$ cat src/logic/mrc_pkg.sv
// constants, pad layout and state codes for the module reset control
package mrc_pkg;

   ////////////////////////////////////////////////////////////////////////
   // timing
   localparam int  MRC_CLK_MHZ        = 250;
   localparam real MRC_EXT_MIN_MS     = 1.5;
   localparam real MRC_EXT_MAX_MS     = 4.0;
   localparam int  MRC_EXT_MIN_CYC    = int'($ceil(MRC_EXT_MIN_MS * 1000.0 * MRC_CLK_MHZ));
   localparam int  MRC_EXT_MAX_CYC    = int'($floor(MRC_EXT_MAX_MS * 1000.0 * MRC_CLK_MHZ));
   // break and watchdog are one-cycle events; stretch them
   localparam int  MRC_PULSE_HOLD_CYC = 64;

   ////////////////////////////////////////////////////////////////////////
   // pad layout
   localparam int MRC_NPADS       = 21;
   localparam int MRC_PAD_PIO0    = 0;
   localparam int MRC_PAD_VIN     = 6;
   localparam int MRC_PAD_VSYNC   = 7;
   localparam int MRC_PAD_VCLK    = 8;
   localparam int MRC_PAD_URX     = 9;
   localparam int MRC_PAD_UCTS    = 10;
   localparam int MRC_PAD_USBP    = 11;
   localparam int MRC_PAD_USBN    = 12;
   localparam int MRC_PAD_SPISEL  = 13;
   localparam int MRC_PAD_SPICLK  = 14;
   localparam int MRC_PAD_SPIMOSI = 15;
   localparam int MRC_PAD_UTX     = 16;
   localparam int MRC_PAD_URTS    = 17;
   localparam int MRC_PAD_VOUT    = 18;
   localparam int MRC_PAD_SPIMISO = 19;
   localparam int MRC_PAD_AUX     = 20;

   // safe pad state while reset is active
   // no drivers except aux
   localparam logic [MRC_NPADS-1:0] MRC_SAFE_OE  = 21'h100000;
   localparam logic [MRC_NPADS-1:0] MRC_SAFE_OUT = 21'h000000;
   localparam logic [MRC_NPADS-1:0] MRC_SAFE_PU  = 21'h030000;
   // voice out and miso pulled down
   localparam logic [MRC_NPADS-1:0] MRC_SAFE_PD  = 21'h0CFFFF;

   ////////////////////////////////////////////////////////////////////////
   // reset cause bits
   localparam int MRC_CAUSE_W    = 4;
   localparam int MRC_CAUSE_EXT  = 0;
   localparam int MRC_CAUSE_POR  = 1;
   localparam int MRC_CAUSE_BRK  = 2;
   localparam int MRC_CAUSE_WDOG = 3;
   localparam logic [MRC_CAUSE_W-1:0] MRC_CAUSE_RESET = 4'h2;

   typedef enum logic [1:0] {
      MRC_RUN     = 2'b00,
      MRC_HOLD    = 2'b01,
      MRC_RELEASE = 2'b10
   } mrc_state_t;

endpackage

$ cat src/logic/mrc_reset_control.sv
// reset source merge, sequencing and safe pad control
// Functional notes
// - reset comes from external pin, power-on, serial break or watchdog expiry.
// - external pin is active low, filtered by low-frequency oscillator samples.
// - external reset takes effect between 1.5 ms and 4.0 ms after pin assertion.
// - during reset bidirectional pads are inputs, output-only pads other than aux high impedance.
// - I/O, voice in/sync/clock, rx, cts, USB, SPI select/clock/MOSI weakly pulled down.
// - transmit and request-to-send tri-stated with weak pull-ups, idling high.
// - voice serial output and MISO tri-stated with weak pull-downs.
// - auxiliary pad is an output driven low during reset.
`timescale 1ns/1ps
module mrc_reset_control
   import mrc_pkg::*;
#(
   parameter int EXT_MIN_CYC    = mrc_pkg::MRC_EXT_MIN_CYC,
   parameter int EXT_MAX_CYC    = mrc_pkg::MRC_EXT_MAX_CYC,
   parameter int PULSE_HOLD_CYC = mrc_pkg::MRC_PULSE_HOLD_CYC
) (
   // clock and reset
   input  wire logic                            CLK,
   input  wire logic                            RESETN,
   // reset sources
   input  wire logic                            EXTERNAL_RESET_LOW,
   input  wire logic                            LF_TICK,
   input  wire logic                            POR_ACTIVE,
   input  wire logic                            UART_BREAK,
   input  wire logic                            WDOG_EXPIRE,
   // core side
   output logic                                 CORE_RESET_N,
   output logic                                 PADS_SAFE,
   output logic [mrc_pkg::MRC_CAUSE_W-1:0]      RESET_CAUSE,
   // functional pad control from the core
   input  wire logic [mrc_pkg::MRC_NPADS-1:0]   FUNC_OE,
   input  wire logic [mrc_pkg::MRC_NPADS-1:0]   FUNC_OUT,
   input  wire logic [mrc_pkg::MRC_NPADS-1:0]   FUNC_PULL_UP,
   input  wire logic [mrc_pkg::MRC_NPADS-1:0]   FUNC_PULL_DOWN,
   // pad control to the pad ring
   output logic [mrc_pkg::MRC_NPADS-1:0]        PAD_OE,
   output logic [mrc_pkg::MRC_NPADS-1:0]        PAD_OUT,
   output logic [mrc_pkg::MRC_NPADS-1:0]        PAD_PULL_UP,
   output logic [mrc_pkg::MRC_NPADS-1:0]        PAD_PULL_DOWN
);
   import mrc_pkg::*;

   localparam int CNT_W  = $clog2(EXT_MAX_CYC + 1);
   localparam int HOLD_W = $clog2(PULSE_HOLD_CYC + 1);

   if (EXT_MIN_CYC < 1 || EXT_MIN_CYC > EXT_MAX_CYC || PULSE_HOLD_CYC < 1) begin : g_chk
      $error("mrc_reset_control: timing parameters out of range");
   end

   ////////////////////////////////////////////////////////////////////////
   // safe masks rebuilt from the pad layout; a packaged mask that drifts
   // from the layout is refused at elaboration instead of reaching silicon
   function automatic logic [MRC_NPADS-1:0] pad_bit(input int idx);
      logic [MRC_NPADS-1:0] m;
      m      = '0;
      m[idx] = 1'b1;
      return m;
   endfunction

   function automatic logic [MRC_NPADS-1:0] in_pd_mask();
      logic [MRC_NPADS-1:0] m;
      m = '0;
      for (int i = MRC_PAD_PIO0; i < MRC_PAD_VIN; i++) begin
         m = m | pad_bit(i);
      end
      m = m | pad_bit(MRC_PAD_VIN) | pad_bit(MRC_PAD_VSYNC) | pad_bit(MRC_PAD_VCLK);
      m = m | pad_bit(MRC_PAD_URX) | pad_bit(MRC_PAD_UCTS);
      m = m | pad_bit(MRC_PAD_USBP) | pad_bit(MRC_PAD_USBN);
      m = m | pad_bit(MRC_PAD_SPISEL) | pad_bit(MRC_PAD_SPICLK) | pad_bit(MRC_PAD_SPIMOSI);
      return m;
   endfunction

   function automatic logic [MRC_NPADS-1:0] out_pu_mask();
      return pad_bit(MRC_PAD_UTX) | pad_bit(MRC_PAD_URTS);
   endfunction

   function automatic logic [MRC_NPADS-1:0] out_pd_mask();
      return pad_bit(MRC_PAD_VOUT) | pad_bit(MRC_PAD_SPIMISO);
   endfunction

   if (MRC_SAFE_OE != pad_bit(MRC_PAD_AUX) || MRC_SAFE_OUT != '0) begin : g_drv_chk
      $error("mrc_reset_control: safe drive masks do not match the pad layout");
   end

   if (MRC_SAFE_PU != out_pu_mask()) begin : g_pu_chk
      $error("mrc_reset_control: safe pull-up mask does not match the pad layout");
   end

   if (MRC_SAFE_PD != (in_pd_mask() | out_pd_mask())) begin : g_pd_chk
      $error("mrc_reset_control: safe pull-down mask does not match the pad layout");
   end

   // a pad pulled both ways would burn current and float mid-rail
   if ((MRC_SAFE_PU & MRC_SAFE_PD) != '0) begin : g_pull_chk
      $error("mrc_reset_control: a pad is pulled both ways");
   end

   typedef struct packed {
      mrc_state_t             state;
      logic                   core_reset_n;
      logic                   pads_safe;
      logic [HOLD_W-1:0]      hold;
      logic [MRC_CAUSE_W-1:0] cause;
      logic [MRC_NPADS-1:0]   oe;
      logic [MRC_NPADS-1:0]   out;
      logic [MRC_NPADS-1:0]   pu;
      logic [MRC_NPADS-1:0]   pd;
   } mrc_ctl_t;

   mrc_ctl_t r;
   mrc_ctl_t next_r;

   logic                   ext_active;
   logic                   level_src;
   logic                   pulse_src;
   logic [MRC_CAUSE_W-1:0] src_now;

   ////////////////////////////////////////////////////////////////////////
   // external pin filter
   mrc_ext_filter #(
      .MIN_CYC (EXT_MIN_CYC),
      .CNT_W   (CNT_W)
   ) u_filt (
      .clk                (CLK),
      .resetn             (RESETN),
      .external_reset_low (EXTERNAL_RESET_LOW),
      .lf_tick            (LF_TICK),
      .ext_active         (ext_active)
   );

   ////////////////////////////////////////////////////////////////////////
   // four sources merged
   always_comb begin
      src_now                 = '0;
      src_now[MRC_CAUSE_EXT]  = ext_active;
      src_now[MRC_CAUSE_POR]  = POR_ACTIVE;
      src_now[MRC_CAUSE_BRK]  = UART_BREAK;
      src_now[MRC_CAUSE_WDOG] = WDOG_EXPIRE;
      level_src               = ext_active | POR_ACTIVE;
      pulse_src               = UART_BREAK | WDOG_EXPIRE;
   end

   ////////////////////////////////////////////////////////////////////////
   always_comb begin
      next_r = r;
      unique case (r.state)
         MRC_RUN: begin
            if (level_src || pulse_src) begin
               next_r.state        = MRC_HOLD;
               next_r.core_reset_n = 1'b0;
               next_r.pads_safe    = 1'b1;
               next_r.cause        = src_now;
               next_r.hold         = HOLD_W'(PULSE_HOLD_CYC);
            end
         end
         MRC_HOLD: begin
            next_r.cause = r.cause | src_now;
            // short events stretched so the core sees a full reset
            if (pulse_src) begin
               next_r.hold = HOLD_W'(PULSE_HOLD_CYC);
            end else if (r.hold != '0) begin
               next_r.hold = HOLD_W'(r.hold - 1'b1);
            end
            // release only when every source is gone
            if (!level_src && !pulse_src && r.hold == '0) begin
               next_r.state        = MRC_RELEASE;
               next_r.core_reset_n = 1'b1;
            end
         end
         MRC_RELEASE: begin
            if (level_src || pulse_src) begin
               next_r.state        = MRC_HOLD;
               next_r.core_reset_n = 1'b0;
               next_r.cause        = src_now;
               next_r.hold         = HOLD_W'(PULSE_HOLD_CYC);
            end else begin
               // pads handed back one cycle after release
               next_r.state     = MRC_RUN;
               next_r.pads_safe = 1'b0;
            end
         end
         default: begin
            next_r.state        = MRC_HOLD;
            next_r.core_reset_n = 1'b0;
            next_r.pads_safe    = 1'b1;
         end
      endcase
      // safe pad state overrides the core
      if (next_r.pads_safe) begin
         next_r.oe  = MRC_SAFE_OE;
         next_r.out = MRC_SAFE_OUT;
         next_r.pu  = MRC_SAFE_PU;
         next_r.pd  = MRC_SAFE_PD;
      end else begin
         next_r.oe  = FUNC_OE;
         next_r.out = FUNC_OUT;
         next_r.pu  = FUNC_PULL_UP;
         next_r.pd  = FUNC_PULL_DOWN;
      end
   end

   ////////////////////////////////////////////////////////////////////////
   // pads are in the safe state from the first instant of reset
   always_ff @(posedge CLK or negedge RESETN) begin
      if (!RESETN) begin
         r <= '{state: MRC_HOLD, core_reset_n: 1'b0, pads_safe: 1'b1, hold: '0,
                cause: MRC_CAUSE_RESET, oe: MRC_SAFE_OE, out: MRC_SAFE_OUT,
                pu: MRC_SAFE_PU, pd: MRC_SAFE_PD};
      end else begin
         r <= next_r;
      end
   end

   assign CORE_RESET_N  = r.core_reset_n;
   assign PADS_SAFE     = r.pads_safe;
   assign RESET_CAUSE   = r.cause;
   assign PAD_OE        = r.oe;
   assign PAD_OUT       = r.out;
   assign PAD_PULL_UP   = r.pu;
   assign PAD_PULL_DOWN = r.pd;

endmodule

$ cat src/logic/mrc_ext_filter.sv
// low-frequency sampled filter and delay for the external reset pin
`timescale 1ns/1ps
module mrc_ext_filter #(
   parameter int MIN_CYC = 375000,
   parameter int CNT_W   = 20
) (
   // clock and reset
   input  wire logic clk,
   input  wire logic resetn,
   // pin and slow sample tick
   input  wire logic external_reset_low,
   input  wire logic lf_tick,
   // filtered request
   output logic      ext_active
);
   import mrc_pkg::*;

   typedef struct packed {
      logic [1:0]       samp;
      logic [CNT_W-1:0] cnt;
      logic             active;
   } mrc_filt_t;

   mrc_filt_t r;
   mrc_filt_t next_r;

   if (MIN_CYC < 1 || MIN_CYC >= (1 << CNT_W)) begin : g_chk
      $error("mrc_ext_filter: MIN_CYC does not fit CNT_W");
   end

   ////////////////////////////////////////////////////////////////////////
   always_comb begin
      next_r = r;
      // sampled on the slow oscillator only
      if (lf_tick) begin
         next_r.samp = {r.samp[0], external_reset_low};
      end
      // two equal samples needed, glitches dropped
      if (r.samp == 2'b11) begin
         next_r.cnt    = '0;
         next_r.active = 1'b0;
      end else if (r.samp == 2'b00) begin
         if (r.cnt == CNT_W'(MIN_CYC - 1)) begin
            next_r.active = 1'b1;
         end else begin
            next_r.cnt = CNT_W'(r.cnt + 1'b1);
         end
      end
   end

   always_ff @(posedge clk or negedge resetn) begin
      if (!resetn) begin
         r <= '{samp: 2'b11, cnt: '0, active: 1'b0};
      end else begin
         r <= next_r;
      end
   end

   assign ext_active = r.active;

endmodule

$ cat config.mk
export PLATFORM = sky130hd
export DESIGN_NAME = mrc_reset_control
export DESIGN_NICKNAME = d
export VERILOG_FILES = /design/src/logic/mrc_pkg.sv /design/src/logic/mrc_reset_control.sv /design/src/logic/mrc_ext_filter.sv
export SDC_FILE = /design/constraint.sdc
export NUM_CORES = 1
export LEC_CHECK = 0
export BUFFER_PORTS_ARGS = -buffer_cell sky130_fd_sc_hd__buf_2
export CAP_MARGIN = 30
export CORE_MARGIN = 4
export CORE_UTILIZATION = 40
export CTS_BUF_LIST = sky130_fd_sc_hd__clkbuf_4 sky130_fd_sc_hd__clkbuf_8 sky130_fd_sc_hd__clkbuf_16
export CTS_CLUSTER_DIAMETER = 30
export DETAILED_ROUTE_END_ITERATION = 16
export PLACE_DENSITY_LB_ADDON = 0.12
export SYNTH_ARGS = -nofsm -noshare
export SYNTH_HDL_FRONTEND = slang
export SYNTH_SLANG_ARGS = --single-unit
$ cat constraint.sdc
create_clock -name CLK -period 2.3 [get_ports CLK]
set_clock_uncertainty 0.2 [all_clocks]
set_input_delay 0.115 -clock CLK [delete_from_list [all_inputs] [get_ports CLK]]
set_output_delay 0.115 -clock CLK [all_outputs]
set_load 0.02 [all_outputs]
==> metrics.md <==
| Metric | Value |
|---|---|
| Status | `completed` |
| Number of remaining DRC errors | `0` |
| Reg power frac | `33.3%` |
| Fin crit share | `97.38%` |
| Setup_tns | `0 ns` |
| Hpwl dp | `8943 microns` |
| Die area | `15,850 sq um` |
| H-Tree Level Count | `4` |
| Placer Congestion | `0.8858` |
| Pre-CTS setup slack | `0.05077 ns` |
| Total GRT Usage | `17.26%` |
| R2r endpoint | `PAD_OUT[15]` |
| P_int | `6.675 mW` |
| Post-route cell area | `7667 sq um` |
| Setup crit end kind | `register` |
| Yosys reg bits | `between 100 and 150` |
| Avg Cell Area, Syn | `11.14 sq um` |
| Syn Nets | `599` |
| Layout net count | `approximately 800` |
| Final setup fails | `0` |
| Ant diodes | `0` |
| Number of instances in the placed design | `763` |
| Required @ worst endpoint | `around 2.5 ns` |
| Crit path launch type | `register` |
| Die Height | `about 130 microns` |
| R2R setup slack | `0.06 ns` |
| Layout cells sized above 1 | `approximately 37%` |
| Final core utilization | `57.22%` |
| First-pass GRT wire length | `approximately 22,000 microns` |
| I/O Pins | `181` |
| Most common cell after layout, fill and taps aside | `buf_2` |
| Final ANT Viol Nets | `0` |
| Hold WS | `approximately 0.076 ns` |
| Area grow syn2layout | `37.92%` |
| Number of global-route vias before repair | `around 4,300` |
| Clk Latency, worst-skew pair | `0.41 ns` |
| Post-synthesis sequential area ratio | `55.50%` |
| Gate Count Post-Synth | `499` |
| Post-synth design cell area | `5559 sq um` |
| Final slew viol count | `0` |
| Initial DRT Pass Iterations | `4` |
| Synth cell types | `50` |
| R2r startpoint | `u_filt.ext_active` |
| Measured slew at the worst slew-check pin | `roughly 0.5 ns` |
| TritonCTS clock tree | `yes` |
| NetSw | `3.886 mW` |
| Hold Path Class | `in -> async` |
| CP arrival | `2.39 ns` |
| Power after layout | `roughly 11 mW` |
| Critical path class | `reg -> reg` |
| Final min period | `2.240 ns` |
| Relative slew slack | `between 60% and 70%` |
| Initial core utilization | `41.48%` |
| Drt wl/cell | `15.32 microns` |
| Sw Share | `roughly 37%` |
| Yosys warns | `0` |
| Most used DFF post-synth | `dfrtp_1` |
| Largest net degree at the start of global routing | `65` |
| Max Cap Violations | `0` |
| Congestion Overflow GR | `0` |
| Initial DRC Count | `157` |
| Total CTS buffers | `17` |
| Drt total wl | `around 14,000 microns` |
| R2R depth | `6` |
| Final hold viol count | `0` |
| Clk pin slew, worst setup/hold paths | `about 0.050 ns` |
| Clk root buf | `clkbuf_16` |
| Post-route insts no fill | `about 900` |
| Final WS setup | `0.06032 ns` |
| Port Buffer Count | `180` |
| Async SR Flop Fraction | `100.0%` |
| Worst-path fanout max | `31` |
| Share of total power in combinational logic | `40.1%` |
| Fmax | `446.5 MHz` |
| Die width | `about 130 microns` |
| CTS Buffer Depth | `2` |
| Initial antenna violation count | `0` |
| Post-DP Area | `~6000 sq um` |
| Clk sinks | `122` |
| Routed vias/inst | `4.583` |
| Post-synth EDFFs | `0` |
| Via Count | `between 4,000 and 5,000` |
| Clock power frac | `26.6%` |
| VDD IR max | `slightly above 600 uV` |
| Area of the core | `13,400 sq um` |
| PwrDens | `1377 nW/um^2` |
| Rows | `42` |
| Static Leak | `3.756 nW` |
| Commonest non-fill, non-tap cells in the layout | `buf_2, dfrtp_1, dlygate4sd3_1` |
-- state kept, by name, indices dropped and copies added, names as in the netlist --
name	cells
u_filt.ext_active	1
PAD_OE	21
PAD_PULL_DOWN	21
r	9
PADS_SAFE	1
PAD_PULL_UP	21
RESET_CAUSE	4
CORE_RESET_N	1
u_filt.r	22
PAD_OUT	21
-- synth_stat cells, drive strengths merged (5+ instances only) --
library cell  number  share of area (%)
o21ai             18                1.6
nand2             19                1.3
buf               98                 13
xor2               5               0.79
nor3               8               0.72
and2              66                7.4
clkbuf             7               0.52
and3               5               0.56
inv                7               0.47
nor2              24                1.6
nand3             15                1.4
a21oi             13                1.2
nand2b            26                2.9
xnor2              6               0.95
dfrtp             96                 43
ha                 9                2.0
dfstp             26                 12
-- final cells by class --
class | instances | area, sq um
Tap cell | 176 | 220.2
Timing Repair Buffer | 290 | 2009
Clock inverter | 9 | 135.1
Fill cell | 1137 | 5733
Sequential cell | 122 | 3085
Inverter | 7 | 26.28
Multi-Input combinational cell | 265 | 1689
Clock buffer | 23 | 501.7
-- timing repair --
action | CTS | global route
hold endpoints to repair | 191 | 0
setup endpoints to repair | 0 | 66
hold buffers | 92 | 0
setup buffers | 0 | 3
gates resized for setup | 0 | 2
-- critical path, stage by stage, from the launching register on --
cell and delay (ns):
dfrtp_1 0.38, or4_4 0.57, o21a_1 0.22, a211oi_4 0.23
buf_4 0.20, clkbuf_16 0.21, and2_1 0.14
-- logic make-up (layout without fill, tap and decap cells) --
family | count (synthesis) | in the layout | share of synthesized area (%)
adders and majority gates | 9 | 9 | 2.026
AOI/OAI and AO/OA | 51 | 51 | 5.830
xor gates and xnor gates | 11 | 11 | 1.733
and+or+nand+nor | 189 | 189 | 19.49
muxes | 5 | 5 | 0.9903
buffers and inverters | 112 | 329 | 14.43
DFF | 122 | 122 | 55.50
-- power by group through the flow --
stage / registers, mW / clock network [mW] / logic (mW)
finish: 3.52 / 2.81 / 4.24
global route: 3.62 / 2.98 / 4.60
CTS: 3.53 / 2.87 / 4.07
detailed placement: 3.56 / 0 / 3.94
global placement: 3.53 / 0 / 3.89
floorplan: 3.47 / 0 / 3.75
-- metal layers --
metal  global-route usage [%]  vias to the layer above  routed length (microns)
met2                    28.70                      129                     6719
met1                    21.20                     1974                     5836
met5                        0                        -                        0
li1                         -                     1962                        -
met3                    4.572                       23                      818
met4                    7.508                        0                      292
-- worst max-delay path by stage --
stage	end	slack, ns	startpoint	cells past startpoint
after detailed placement	r[93]	0.05	r[97]	7
after global routing	PAD_OE[15]	-0.03	u_filt.ext_active	6
after floorplan	r[93]	0.08	r[97]	8
final	PAD_OUT[15]	0.06	u_filt.ext_active	6
after CTS	PAD_PULL_UP[20]	0.02	u_filt.ext_active	5
after global placement	PAD_OUT[5]	0.08	u_filt.ext_active	5
(Power assumes the default switching activity.)
